--- config.mk ---
export PLATFORM = sky130hd
export DESIGN_NAME = dit_top
export DESIGN_NICKNAME = d
export VERILOG_FILES = /design/src/verilog/dit_pkg.sv /design/src/verilog/dit_chan.sv /design/src/verilog/dit_top.sv
export SDC_FILE = /design/constraint.sdc
export NUM_CORES = 1
export LEC_CHECK = 0
export ABC_AREA = 1
export ABC_CLOCK_PERIOD_IN_PS = 2320
export BUFFER_PORTS_ARGS = -buffer_cell sky130_fd_sc_hd__buf_4
export CORE_MARGIN = 2
export CORE_UTILIZATION = 27
export CTS_CLUSTER_SIZE = 10
export DETAILED_ROUTE_END_ITERATION = 10
export PLACE_DENSITY = 0.45
export SETUP_SLACK_MARGIN = 0.1
export SYNTH_ARGS = -nofsm -noshare
export SYNTH_HDL_FRONTEND = slang
export SYNTH_SLANG_ARGS = --single-unit
--- constraint.sdc ---
create_clock -name pclk -period 2.32 [get_ports pclk]
set_clock_uncertainty 0.1 [all_clocks]
set_input_delay 0.232 -clock pclk [delete_from_list [all_inputs] [get_ports pclk]]
set_output_delay 0.232 -clock pclk [all_outputs]
set_load 0.02 [all_outputs]
--- src/verilog/dit_pkg.sv ---
// ============================================================
// dual 8-bit interval timer: shared constants and types
// ============================================================
package dit_pkg;

	// ========================================================
	// register byte offsets
	// ========================================================
	localparam logic [7:0] OFS_GATE    = 8'h00; // power_gate_reg
	localparam logic [7:0] OFS_PAIR    = 8'h04; // timer_pair_ctl
	localparam logic [7:0] OFS_MODE_LO = 8'h08; // timer_mode_reg, lo
	localparam logic [7:0] OFS_MODE_HI = 8'h0c; // timer_mode_reg, hi
	localparam logic [7:0] OFS_CMP_LO  = 8'h10; // compare_reg, lo
	localparam logic [7:0] OFS_CMP_HI  = 8'h14; // compare_reg, hi
	localparam logic [7:0] OFS_CNT_LO  = 8'h18; // counter lo, read only
	localparam logic [7:0] OFS_CNT_HI  = 8'h1c; // counter hi, read only
	localparam logic [7:0] OFS_STS     = 8'h20; // irq status, read only
	localparam logic [7:0] OFS_CLR     = 8'h24; // irq clear, write only
	localparam logic [7:0] OFS_IEN     = 8'h28; // irq enable
	localparam logic [7:0] OFS_CFG     = 8'h2c; // clock config

	// ========================================================
	// field positions
	// ========================================================
	localparam int GATE_EN_BIT = 4;          // pair_clk_gate_en
	localparam int RUN_LO_BIT  = 0;          // run_bit_lo
	localparam int RUN_HI_BIT  = 1;          // run_bit_hi
	localparam int CASC_BIT    = 2;          // cascade control
	localparam int LFSEL_BIT   = 0;          // low-frequency divider pick
	localparam int STS_LO_BIT  = 0;          // lo (or 16-bit) match
	localparam int STS_HI_BIT  = 1;          // hi match

	// ========================================================
	// reset values
	// ========================================================
	localparam logic [7:0] MODE_RST = 8'h00;
	localparam logic [7:0] CMP_RST  = 8'h00;
	localparam logic [1:0] IEN_RST  = 2'h0;

	// ========================================================
	// clock select codes and divider widths
	// ========================================================
	localparam logic [2:0] SRC_DIV16 = 3'h0; // lf/16 when lf chosen
	localparam logic [2:0] SRC_DIV8  = 3'h1; // lf/8 when lf chosen
	localparam logic [2:0] SRC_DIV1  = 3'h7; // lf/4 in slow modes
	localparam int         GPRE_W    = 11;   // gear prescaler width
	localparam int         LPRE_W    = 4;    // low-freq prescaler width

	// mode register layout: {dbuf, src[2:0], op[1:0], spare, ext}
	typedef struct packed {
		logic       dbuf_enable;
		logic [2:0] src_clk_sel;
		logic [1:0] op_mode_sel;
		logic       spare;
		logic       ext_clk_sel;
	} dit_mode_t;

	// clock environment seen by the source selector
	typedef struct packed {
		logic slow;   // slow or sleep power mode
		logic lfsel;  // low-frequency taps on codes 000/001
		logic lfok;   // low-frequency oscillator running
	} dit_env_t;

	// gear prescaler mask per select code, 2^11 down to 1
	function automatic logic [GPRE_W-1:0] gear_mask(
		input logic [2:0] code);
		unique case (code)
			3'h0: gear_mask = 11'h7ff;
			3'h1: gear_mask = 11'h3ff;
			3'h2: gear_mask = 11'h0ff;
			3'h3: gear_mask = 11'h03f;
			3'h4: gear_mask = 11'h00f;
			3'h5: gear_mask = 11'h003;
			3'h6: gear_mask = 11'h001;
			3'h7: gear_mask = 11'h000;
		endcase
	endfunction : gear_mask

endpackage : dit_pkg

--- src/verilog/dit_chan.sv ---
`timescale 1ns/10ps
// ============================================================
// one 8-bit up counter with double-buffered compare
// ============================================================
module dit_chan
	import dit_pkg::*;
#(
	parameter int W = 8                  // counter width
) (
	// clock and reset
	input  wire logic         pclk,
	input  wire logic         presetn,
	// counter control
	input  wire logic         inc,       // count one source tick
	input  wire logic         clr,       // compare match, restart
	input  wire logic         halt,      // stopped: hold at zero
	// compare write
	input  wire logic         cmp_wr,    // software write strobe
	input  wire logic [W-1:0] cmp_wdata, // written value
	input  wire logic         dbuf_en,   // writes go via buffer
	// state out
	output logic      [W-1:0] cnt_q,     // counter value
	output logic      [W-1:0] act_q,     // compare in use
	output logic      [W-1:0] buf_q      // last value written
);

	// ========================================================
	// next state
	// ========================================================
	logic [W-1:0] cnt_d; // next counter
	logic [W-1:0] act_d; // next active compare
	logic [W-1:0] buf_d; // next buffer

	// counter and compare update
	always_comb begin
		cnt_d = cnt_q;
		act_d = act_q;
		buf_d = buf_q;
		// a stopped counter sits at zero, so restart is clean
		if (halt) begin
			cnt_d = '0;
		end else if (clr) begin
			cnt_d = '0;
		end else if (inc) begin
			cnt_d = cnt_q + W'(1);
		end
		if (cmp_wr) begin
			buf_d = cmp_wdata;
		end
		// buffered write waits for the next match to take over
		if (cmp_wr && (halt || !dbuf_en)) begin
			act_d = cmp_wdata;
		end else if (clr) begin
			act_d = buf_q;
		end
	end

	// ========================================================
	// registers
	// ========================================================
	always_ff @(posedge pclk or negedge presetn) begin
		if (!presetn) begin
			cnt_q <= '0;
			act_q <= W'(CMP_RST);
			buf_q <= W'(CMP_RST);
		end else begin
			cnt_q <= cnt_d;
			act_q <= act_d;
			buf_q <= buf_d;
		end
	end

endmodule : dit_chan

--- src/verilog/dit_top.sv ---
`timescale 1ns/10ps
// Behaviour
// interval mode needs op 0x, no cascade, internal
// normal modes: code picks gear or lf divider
// slow modes allow only codes 000,001,111
// cascaded source comes from hi select field
// dead low-frequency clock gives no ticks
// clock gate off stops both timers
// gate resets off; set before control writes
// never drop gate while timer runs; gate writes are taken whatever the run bits hold
// independent 8-bit, cascaded 16-bit operation
// software writes 8-bit compare value
// double buffer delays compare update
// mode writes ignored while running
// run bit starts up counter on ticks
// match raises irq, clears, resumes
// run cleared stops and zeroes counter
// hi timer mirrors lo timer
// cascade bit joins timers into 16 bits
// external select zero means internal clock
// stop mode clears both run bits
module dit_top
	import dit_pkg::*;
#(
	parameter int AW = 8                     // apb address width
) (
	// apb slave
	input  wire logic          pclk,
	input  wire logic          presetn,
	input  wire logic          psel,
	input  wire logic          penable,
	input  wire logic          pwrite,
	input  wire logic [AW-1:0] paddr,
	input  wire logic [31:0]   pwdata,
	output logic      [31:0]   prdata,
	output logic               pready,
	output logic               pslverr,
	// chip power state and low-frequency clock pins
	input  wire logic          low_freq_clk, // raw oscillator
	input  wire logic          lf_osc_ok,    // oscillator running
	input  wire logic          slow_mode,    // slow or sleep mode
	input  wire logic          stop_mode,    // chip stop mode
	// interrupt and match pulses
	output logic               irq,          // level interrupt
	output logic               match_irq_lo, // one-cycle pulse
	output logic               match_irq_hi  // one-cycle pulse
);

	// ========================================================
	// pin synchronisers (first stage read only by second)
	// ========================================================
	logic [3:0] sy1_q, sy2_q;  // {lfclk, lfok, slow, stop}
	logic       lf_prev_q;     // edge detector on synced clock
	always_ff @(posedge pclk or negedge presetn) begin
		if (!presetn) begin
			sy1_q     <= 4'h0;
			sy2_q     <= 4'h0;
			lf_prev_q <= 1'b0;
		end else begin
			sy1_q     <= {low_freq_clk, lf_osc_ok, slow_mode, stop_mode};
			sy2_q     <= sy1_q;
			lf_prev_q <= sy2_q[3];
		end
	end
	logic lf_edge, stop_s;
	dit_env_t env;
	assign lf_edge = sy2_q[3] & ~lf_prev_q;
	assign stop_s  = sy2_q[0];

	// ========================================================
	// software registers
	// ========================================================
	logic      gate_q, gate_d;       // pair_clk_gate_en
	logic      run_lo_q, run_lo_d;   // run_bit_lo
	logic      run_hi_q, run_hi_d;   // run_bit_hi
	logic      casc_q, casc_d;       // cascade control
	logic      lfsel_q, lfsel_d;     // low-frequency taps
	dit_mode_t mode_lo_q, mode_lo_d; // timer_mode_reg lo
	dit_mode_t mode_hi_q, mode_hi_d; // timer_mode_reg hi
	logic [1:0] sts_q, sts_d;        // sticky match status
	logic [1:0] ien_q, ien_d;        // interrupt enables
	logic [31:0] rd_d;               // read data next
	logic [31:0] prdata_q;           // registered read data
	assign env = '{slow: sy2_q[1], lfsel: lfsel_q, lfok: sy2_q[2]};

	// bus decode: zero-wait slave, write lands at access edge
	logic wr, rd_setup, hit_map;
	logic [7:0] a;
	assign a        = 8'(paddr);
	assign wr       = psel & penable & pwrite;
	assign rd_setup = psel & ~penable & ~pwrite;
	assign hit_map  = (a[1:0] == 2'h0) && (a <= OFS_CFG);
	assign pready   = 1'b1;
	assign pslverr  = psel & penable & ~hit_map;
	assign prdata   = prdata_q;

	// ========================================================
	// prescalers: gear clock is pclk, lf counts synced edges
	// ========================================================
	logic [GPRE_W-1:0] gpre_q, gpre_d;
	logic [LPRE_W-1:0] lpre_q, lpre_d;
	logic [7:0]        gear_t;         // tick per gear code
	logic [2:0]        lf_t;           // {lf/4, lf/8, lf/16}
	always_comb begin
		// gating off clears the dividers to zero as well
		gpre_d = gate_q ? gpre_q + GPRE_W'(1) : '0;
		lpre_d = lpre_q;
		if (!gate_q) begin
			lpre_d = '0;
		end else if (lf_edge) begin
			lpre_d = lpre_q + LPRE_W'(1);
		end
		for (int c = 0; c < 8; c++) begin
			gear_t[c] = gate_q &&
				((gpre_q & gear_mask(3'(c))) == gear_mask(3'(c)));
		end
		lf_t = {lf_edge & (&lpre_q[1:0]), lf_edge & (&lpre_q[2:0]),
			lf_edge & (&lpre_q[3:0])} & {3{gate_q}};
	end
	always_ff @(posedge pclk or negedge presetn) begin
		if (!presetn) begin
			gpre_q <= '0;
			lpre_q <= '0;
		end else begin
			gpre_q <= gpre_d;
			lpre_q <= lpre_d;
		end
	end

	// source tick for a select code in the current power mode
	function automatic logic src_tick(input logic [2:0] sel,
		input dit_env_t e, input logic [7:0] g, input logic [2:0] l);
		logic lf_use;
		logic t;
		lf_use = e.slow || (e.lfsel &&
			(sel == SRC_DIV16 || sel == SRC_DIV8));
		if (e.slow) begin
			// only three codes reach a tap in slow modes
			unique case (sel)
				SRC_DIV16: t = l[0];
				SRC_DIV8:  t = l[1];
				SRC_DIV1:  t = l[2];
				default:   t = 1'b0;
			endcase
		end else if (lf_use) begin
			t = (sel == SRC_DIV16) ? l[0] : l[1];
		end else begin
			t = g[sel];
		end
		// an idle oscillator feeds nothing, timer stays put
		src_tick = t && !(lf_use && !e.lfok);
	endfunction : src_tick

	// ========================================================
	// counters
	// ========================================================
	logic tick_lo, tick_hi, ivl_lo, ivl_hi, t16;
	logic inc_lo, inc_hi, clr_lo, clr_hi, hit_lo, hit_hi, hit16;
	logic wr_cmp_lo, wr_cmp_hi;
	logic [7:0] cnt_lo, cnt_hi, act_lo, act_hi, buf_lo, buf_hi;
	always_comb begin
		// cascaded pair takes its clock from the hi field
		tick_lo = src_tick(casc_q ? mode_hi_q.src_clk_sel :
			mode_lo_q.src_clk_sel, env, gear_t, lf_t);
		tick_hi = src_tick(mode_hi_q.src_clk_sel, env, gear_t, lf_t);
		// interval mode: op 00/01, internal clock, no cascade
		ivl_lo = !mode_lo_q.op_mode_sel[1] && !mode_lo_q.ext_clk_sel
			&& !casc_q;
		ivl_hi = !mode_hi_q.op_mode_sel[1] && !mode_hi_q.ext_clk_sel
			&& !casc_q;
		// 16-bit timer: hi run bit and hi mode govern the pair, lo mode only its dbuf
		t16 = casc_q && run_hi_q && !mode_hi_q.op_mode_sel[1]
			&& !mode_hi_q.ext_clk_sel;
		// match one tick ahead so the period equals compare
		hit_lo = ivl_lo && run_lo_q && tick_lo
			&& (cnt_lo + 8'h01 == act_lo);
		hit_hi = ivl_hi && run_hi_q && tick_hi
			&& (cnt_hi + 8'h01 == act_hi);
		hit16  = t16 && tick_lo
			&& ({cnt_hi, cnt_lo} + 16'h0001 == {act_hi, act_lo});
		inc_lo = (ivl_lo && run_lo_q && tick_lo) || (t16 && tick_lo);
		inc_hi = (ivl_hi && run_hi_q && tick_hi)
			|| (t16 && tick_lo && cnt_lo == 8'hff);
		clr_lo = hit_lo || hit16;
		clr_hi = hit_hi || hit16;
		wr_cmp_lo = wr && gate_q && a == OFS_CMP_LO;
		wr_cmp_hi = wr && gate_q && a == OFS_CMP_HI;
	end

	// lo timer; halted when its run bit governs and is clear
	dit_chan #(.W(8)) u_lo (
		.pclk      (pclk),
		.presetn   (presetn),
		.inc       (inc_lo),
		.clr       (clr_lo),
		.halt      (casc_q ? !run_hi_q : !run_lo_q),
		.cmp_wr    (wr_cmp_lo),
		.cmp_wdata (pwdata[7:0]),
		.dbuf_en   (mode_lo_q.dbuf_enable),
		.cnt_q     (cnt_lo),
		.act_q     (act_lo),
		.buf_q     (buf_lo)
	);

	// hi timer, same logic with its own fields, but lo dbuf when cascaded
	dit_chan #(.W(8)) u_hi (
		.pclk      (pclk),
		.presetn   (presetn),
		.inc       (inc_hi),
		.clr       (clr_hi),
		.halt      (!run_hi_q),
		.cmp_wr    (wr_cmp_hi),
		.cmp_wdata (pwdata[7:0]),
		.dbuf_en   (casc_q ? mode_lo_q.dbuf_enable :
			mode_hi_q.dbuf_enable),
		.cnt_q     (cnt_hi),
		.act_q     (act_hi),
		.buf_q     (buf_hi)
	);

	// ========================================================
	// register writes, status and read mux
	// ========================================================
	logic busy_lo, busy_hi;
	assign busy_lo = run_lo_q || (casc_q && run_hi_q);
	assign busy_hi = run_hi_q;
	always_comb begin
		gate_d    = gate_q;
		run_lo_d  = run_lo_q;
		run_hi_d  = run_hi_q;
		casc_d    = casc_q;
		lfsel_d   = lfsel_q;
		mode_lo_d = mode_lo_q;
		mode_hi_d = mode_hi_q;
		ien_d     = ien_q;
		sts_d     = sts_q;
		if (wr && a == OFS_GATE) begin
			gate_d = pwdata[GATE_EN_BIT];
		end
		// timer controls need the clock gate open first
		if (wr && gate_q) begin
			unique case (a)
				OFS_PAIR: begin
					run_lo_d = pwdata[RUN_LO_BIT];
					run_hi_d = pwdata[RUN_HI_BIT];
					// cascade only moves while both are stopped
					if (!run_lo_q && !run_hi_q) begin
						casc_d = pwdata[CASC_BIT];
					end
				end
				OFS_MODE_LO: if (!busy_lo) begin
					mode_lo_d = dit_mode_t'(pwdata[7:0]);
				end
				OFS_MODE_HI: if (!busy_hi) begin
					mode_hi_d = dit_mode_t'(pwdata[7:0]);
				end
				OFS_IEN: ien_d = pwdata[1:0];
				OFS_CFG: lfsel_d = pwdata[LFSEL_BIT];
				OFS_CLR: sts_d = sts_q & ~pwdata[1:0];
				default: ;
			endcase
		end
		// stop mode forces both timers off
		if (stop_s) begin
			run_lo_d = 1'b0;
			run_hi_d = 1'b0;
		end
		// a match in the clearing cycle still lands
		sts_d[STS_LO_BIT] = sts_d[STS_LO_BIT] | hit_lo | hit16;
		sts_d[STS_HI_BIT] = sts_d[STS_HI_BIT] | hit_hi;
		// read data prepared in setup, shown in access
		rd_d = prdata_q;
		if (rd_setup) begin
			rd_d = 32'h0000_0000;
			unique case (a)
				OFS_GATE:    rd_d[GATE_EN_BIT] = gate_q;
				OFS_PAIR:    rd_d[2:0] = {casc_q, run_hi_q, run_lo_q};
				OFS_MODE_LO: rd_d[7:0] = mode_lo_q;
				OFS_MODE_HI: rd_d[7:0] = mode_hi_q;
				OFS_CMP_LO:  rd_d[7:0] = buf_lo;
				OFS_CMP_HI:  rd_d[7:0] = buf_hi;
				OFS_CNT_LO:  rd_d[7:0] = cnt_lo;
				OFS_CNT_HI:  rd_d[7:0] = cnt_hi;
				OFS_STS:     rd_d[1:0] = sts_q;
				OFS_IEN:     rd_d[1:0] = ien_q;
				OFS_CFG:     rd_d[LFSEL_BIT] = lfsel_q;
				default:     rd_d = 32'h0000_0000;
			endcase
		end
	end

	// register stage for all software state but the compare values
	always_ff @(posedge pclk or negedge presetn) begin
		if (!presetn) begin
			gate_q       <= 1'b0;
			run_lo_q     <= 1'b0;
			run_hi_q     <= 1'b0;
			casc_q       <= 1'b0;
			lfsel_q      <= 1'b0;
			mode_lo_q    <= dit_mode_t'(MODE_RST);
			mode_hi_q    <= dit_mode_t'(MODE_RST);
			sts_q        <= 2'h0;
			ien_q        <= IEN_RST;
			prdata_q     <= 32'h0000_0000;
			match_irq_lo <= 1'b0;
			match_irq_hi <= 1'b0;
		end else begin
			gate_q       <= gate_d;
			run_lo_q     <= run_lo_d;
			run_hi_q     <= run_hi_d;
			casc_q       <= casc_d;
			lfsel_q      <= lfsel_d;
			mode_lo_q    <= mode_lo_d;
			mode_hi_q    <= mode_hi_d;
			sts_q        <= sts_d;
			ien_q        <= ien_d;
			prdata_q     <= rd_d;
			match_irq_lo <= hit_lo | hit16;
			match_irq_hi <= hit_hi;
		end
	end
	assign irq = |(sts_q & ien_q);
endmodule : dit_top
* Word-level counts from Yosys, hierarchy flattened
Index checks and enable logic that the tools add are counted.
** Storage, ports and cells
- Bits in registers :: 107
- Input port bits :: 49
- Word-level logic and storage cells :: 210
- Output and inout port bits :: 37
** Cells by class
- Mux-type cells :: 42
- Bitwise operators :: 23
- Add/sub/neg operators :: 5
- Reduce and logical (&&, ||, !) cells :: 79
- $lt $le $gt $ge :: 3
- Eq/ne operators :: 27
** Operators with widths (number)
- $mux 8 :: 10
- $logic_and 1x1->1 :: 37
- $eq 8x5->1 const B :: 4
- $eq 8x6->1 const B :: 4
- $pmux 3 s6 :: 1
- $add 16x1->16 const B :: 1
- $add 8x1->8 const B :: 2
- $eq 16x16->1 :: 1
- $eq 8x4->1 const B :: 2
- $eq 8x8->1 :: 2
- $eq 8x8->1 const B :: 2
- $mux 1 :: 16
- $pmux 1 s7 :: 2
- $logic_not 1->1 :: 12
- $reduce_and 3->1 :: 4
- $add 11x1->11 const B :: 1
- $eq 11x11->1 const B :: 1
- $logic_or 1x1->1 :: 11
- $mux 11 :: 1
- $eq 10x10->1 const B :: 1
- $pmux 1 s10 :: 1
- $and 1x1->1 :: 9
- $pmux 1 s9 :: 1
- $eq 8x3->1 const B :: 1
- 29 further kinds :: 52

* Longest topological paths before layout
- Depth in word-level cells :: 14
- Gate-level depth with buffers :: 17
- Depth with buffers taken out :: 16

* Hierarchy
A second synthesis with hierarchy kept.
** Second synthesis, totals
- Cell total of the unflattened synthesis :: 938
- Area, all modules :: 6625.1 µm²
** Modules (own cells, without submodules)
- dit_top :: area each 4350.4 µm², cells each 646, instances 1
- dit_chan :: area each 1137.3 µm², cells each 146, instances 2

* Worst setup path before layout
OpenSTA, ideal clock, no wires.
- Path kind :: flip-flop to flip-flop
- Start point :: reg u_lo.cnt_q[0]
- End point :: reg u_lo.act_q[0]
- Cell stages (with the launch flop) :: 13
- Slack :: 0.239 ns
- Setup time :: 0.117 ns
- Clock period less this slack :: 2.081 ns
- Buffers on the path :: 1
- Data arrival time :: 1.863 ns
- Cell sequence :: dfrtp_1 -> ha_1 -> xnor2_1 -> nand2_1 -> nor2_1 -> nand3_1 -> nor2_1 -> nand2_1 -> nor2_2 -> nand3_2 -> buf_2 -> nand4_1 -> nand2_1
** On the way
- Cells in the longest elaborated chain, start to end :: 5
- Elaborated cells between the ends (all ways) :: 8
** RTL lines
- start, declared :: RTL line dit_chan.sv:22 : output logic [W-1:0] cnt_q,
- start signal, assigned :: RTL line dit_chan.sv:67 : cnt_q <= cnt_d;
- $add 16x1->16 / $add 8x1->8 (equally long branches) :: RTL line dit_top.sv:180, dit_top.sv:176
- $eq 16x16->1 / $eq 8x8->1 (equally long branches) :: RTL line dit_top.sv:180, dit_top.sv:176
- $logic_and 1x1->1, on equally long branches :: RTL line dit_top.sv:180, dit_top.sv:176
- $logic_or 1x1->1 * :: RTL line dit_top.sv:184 : clr_lo = hit_lo || hit16;
- $reduce_bool 2->1 (no source line) *
- end signal, assigned :: RTL line dit_chan.sv:64 : act_q <= W'(CMP_RST);
- end signal, assigned :: RTL line dit_chan.sv:68 : act_q <= act_d;
- end, declared :: RTL line dit_chan.sv:23 : output logic [W-1:0] act_q,
Every way passes the cells marked *; elsewhere a longest branch is shown, timed or not.
A chain may end at the register's enable or synchronous reset.

* Worst setup path in the final report
- Start point :: reg u_lo.cnt_q[0]
- End point :: reg u_lo.act_q[2]
The elaborated chain is that of the path after synthesis.

==> reports/results.ini <==
[outcome]
status=finished clean

[placed_design]
numPortBuffers=36
hpwl_um=16520
place.gp.congestion=0.8543

[setup_path]
worstPathCellList=buf_6 -> nand2_4 -> nor2_8 -> buf_12 -> nand3_4 -> nand3b_1 -> nand2_1 -> nor2_2 -> nand2_2 -> nor2_4 -> nand3_4 -> buf_12 -> nand3_4 -> nand2_2 -> nand2_1
slowest_delay_ps=410
crit_arrival_ps=2420
cp.required_ps=2510
crit_path_end_kind=flip-flop
critPathKind=flip-flop to flip-flop
critPathSlowestCell=dfrtp_1
crit_top_cell=nand3_4
start_kind=flip-flop
critPathTopFamily=simple AND/OR/NAND/NOR gates
path_buf_inv=3
cp_max_fo=8

[clock_tree]
cts_htree_levels=3
cts_inserted_buffers=9
cts_tree=done
clockBufferDepth=2
path_clk_slew_ps=70
clk_latency_ps=360
cts_root_buf=clkbuf_16
cts_sinks=107

[synth]
ys_ff_latch=107
synth_area_per_cell_um2=6.968
synthDistinctLibCells=43
ys_seq_area_frac=0.3941
postSynthCellCount=975
ys.warnings.count=0
syn_area_um2=6794

[sta]
finalCritPeriodShare=0.9606
finalHoldViolCount=0
relSlewSlack=0.5709
min_period_ps=2229
max_freq_mhz=448.7
slew_viol_final=0
worst_pin_slew_ps=643.6
rsz0062_at_grt=true
setup_viol_count_final=0

[power]
switching_share=0.2425
finalPower_w=0.003679
peakVddDrop_uv=324.3
clkPwrFrac=0.425
p_switching_w=0.0008922
p_comb_frac=0.059
p_leak_nw=4.305
p_int_w=0.002787
power-per-cell-area_nw_per_um2=428.2
power_frac_seq=0.516

[floorplanning]
core_area_um2=24960
die-area_um2=26450
initial_core_util=0.2722
die_y_um=162.6
ios=86
row_count=58
die_x_um=162.6

[grt]
grtUsageTotal=0.1685
grt_overflow=0
grt_pass1_vias=6278
grt_pass1_wl_um=34270
antenna_found_initial=0
grt_max_degree=108

[routing]
final_antenna_net_count=0
drc=0
dr_total_vias=6564
first_pass_iters=5
wl_per_cell_um=15.18
viasPerCell=4.642
finalWirelength_um=21460
drt_iter0_drc=367

[finish]
drive_gt1_frac=0.2030
synthToLayoutAreaGrowth_pct=26.46
finish.utilization=0.3442
diodes=0
nets=1134

[hold_path]
hp-class=primary input to flip-flop

[run]
maxCapViolations=0

## cell type report
| class | instances | area, um^2 |
|---|---|---|
| Fill cell | 2692 | 16370 |
| Multi-Input combinational cell | 721 | 3750 |
| Sequential cell | 107 | 2688 |
| Timing Repair Buffer | 116 | 975.9 |
| Inverter | 125 | 474.2 |
| Tap cell | 330 | 412.9 |
| Clock buffer | 10 | 229.0 |
| Clock inverter | 5 | 62.56 |
## tightest hold or removal path, cell delays in order
cell     delay [ps]
buf_4           100
nand2_1          50
o21ai_0          60
## cell usage after synthesis
| library cell | count | area share |
|---|---|---|
| xor2_1 | 7 | 0.0090 |
| nand3b_1 | 2 | 0.0022 |
| a221oi_1 | 3 | 0.0039 |
| o21ai_1 | 4 | 0.0029 |
| clkbuf_1 | 9 | 0.0050 |
| a311oi_1 | 1 | 0.0013 |
| nand4_1 | 39 | 0.036 |
| nor3_2 | 2 | 0.0029 |
| clkinv_1 | 1 | 0.00055 |
| nor2_1 | 64 | 0.035 |
| a31o_2 | 1 | 0.0013 |
| nand2_2 | 7 | 0.0064 |
| xnor3_1 | 1 | 0.0033 |
| nand2_1 | 324 | 0.18 |
| o21ai_0 | 72 | 0.053 |
| nand3_4 | 1 | 0.0026 |
| o31ai_1 | 2 | 0.0022 |
| nor4_1 | 5 | 0.0046 |
| inv_2 | 4 | 0.0022 |
| nand3_1 | 73 | 0.054 |
| xnor2_1 | 5 | 0.0064 |
| o21bai_1 | 2 | 0.0022 |
| a211oi_1 | 3 | 0.0033 |
| o221ai_1 | 1 | 0.0013 |
| nor3_1 | 10 | 0.0074 |
| conb_1 | 2 | 0.0011 |
| a21oi_1 | 23 | 0.017 |
| a2bb2oi_1 | 3 | 0.0039 |
| a31oi_1 | 2 | 0.0018 |
| o2111ai_1 | 4 | 0.0052 |
| nor2_8 | 1 | 0.0029 |
| ha_1 | 5 | 0.0092 |
| nand3_2 | 8 | 0.012 |
| o22ai_1 | 7 | 0.0064 |
| dfrtp_1 | 107 | 0.39 |
| inv_1 | 120 | 0.066 |
| buf_4 | 27 | 0.030 |
| o211ai_1 | 2 | 0.0022 |
| nor2_2 | 9 | 0.0083 |
| nor2_4 | 1 | 0.0017 |
| buf_6 | 1 | 0.0017 |
| buf_2 | 8 | 0.0059 |
| a22o_1 | 2 | 0.0026 |
## cells in the final DEF (no fill, tap or decap), types with 3 or more instances in the layout
cell,n
nor4_1,5
o21ai_1,4
nand2_1,300
o21ai_0,71
a2bb2oi_1,3
o22ai_1,7
dlygate4sd3_1,5
inv_2,10
xor2_1,7
dfrtp_2,8
buf_6,6
a221oi_1,3
nor2_4,7
o2111ai_1,4
a211oi_1,3
nor2_1,57
nand3_1,65
a21oi_1,23
nor3_1,10
nor2_2,10
nand2_2,25
conb_1,25
nand3_4,9
ha_4,3
nand4_1,39
buf_4,100
buf_12,4
nand3_2,8
inv_1,112
nand2_4,5
dfrtp_1,99
clkbuf_16,9
xnor2_1,4
## kinds of logic (layout without fill, tap and decap cells)
family,Yosys count,after routing,share of synthesized area
AO/OA/AOI/OAI,132,132,0.1105
XOR/XNOR,13,13,0.01878
adder cells (fa/ha/maj),5,5,0.009208
buffers and inverters,170,256,0.1114
flip-flops,107,107,0.3941
other,2,25,0.001105
AND/OR/NAND/NOR,546,546,0.3549
## per-stage QoR
step | hold WS [ps] | std cells | TNS [ps] | worst slack, ps | instance area (um^2)
after global routing | 15.10 | 1414 | -239.4 | -41.89 | 8592
final | 19.24 | 1414 | 0 | 91.32 | 8592
after CTS | 10.88 | 1407 | 0 | 68.73 | 8303
after global placement | 235.3 | 1380 | -236.1 | -36.75 | 7771
after floorplan | -163.6 | 998 | 0 | 239.5 | 6880
after detailed placement | 236.3 | 1380 | -171.4 | -34.96 | 7771
## path summary, 6_finish.rpt
check	start	endpoint	slack [ps]	cells after the start
worst min register to register	sy1_q[0]	sy2_q[0]	250	0
min in group asynchronous	presetn	lpre_q[1]	350	3
worst max register to register	u_lo.cnt_q[0]	u_lo.act_q[2]	90	15
worst max-delay path	u_lo.cnt_q[0]	u_lo.act_q[2]	90	15
max in group asynchronous	presetn	u_lo.cnt_q[2]	1200	3
worst min-delay path	pwdata[7]	u_lo.buf_q[7]	20	3
## power by group through the flow
stage                     logic [W]  clock network (W)  registers (W)
after floorplan            0.000114                  0        0.00194
after global placement     0.000216                  0        0.00193
after detailed placement   0.000216                  0        0.00193
after CTS                  0.000224            0.00162        0.00190
after global routing       0.000244            0.00170        0.00190
final                      0.000218            0.00156        0.00190
## registers in the layout (all words and copies together), names as in the netlist, 4 cells and up
register    cells
gpre_q         11
lpre_q          4
mode_hi_q       8
mode_lo_q       8
prdata          8
sy1_q           4
sy2_q           4
u_hi.act_q      8
u_hi.buf_q      8
u_hi.cnt_q      8
u_lo.act_q      8
u_lo.buf_q      8
u_lo.cnt_q      8
## routing by layer
| metal | part of all wire | track usage | vias up |
|---|---|---|---|
| met2 | 0.48 | 0.2838 | 134 |
| met5 | 0 | 0 | - |
| met3 | 0.036 | 0.02241 | 25 |
| met1 | 0.47 | 0.2253 | 3060 |
| met4 | 0.021 | 0.05149 | 0 |
| li1 | - | - | 3345 |
## repair_timing
item | 4_1_cts | 5_1_grt
gates resized for setup | 35 | 63
cloned | 1 | 0
hold buffers | 5 | 0
endpoints found under the setup margin | 34 | 36
buffers inserted | 6 | 7
endpoints found under the hold margin | 111 | 0
pin swaps | 12 | 23
Note: power is estimated with default switching activity, not from simulation.
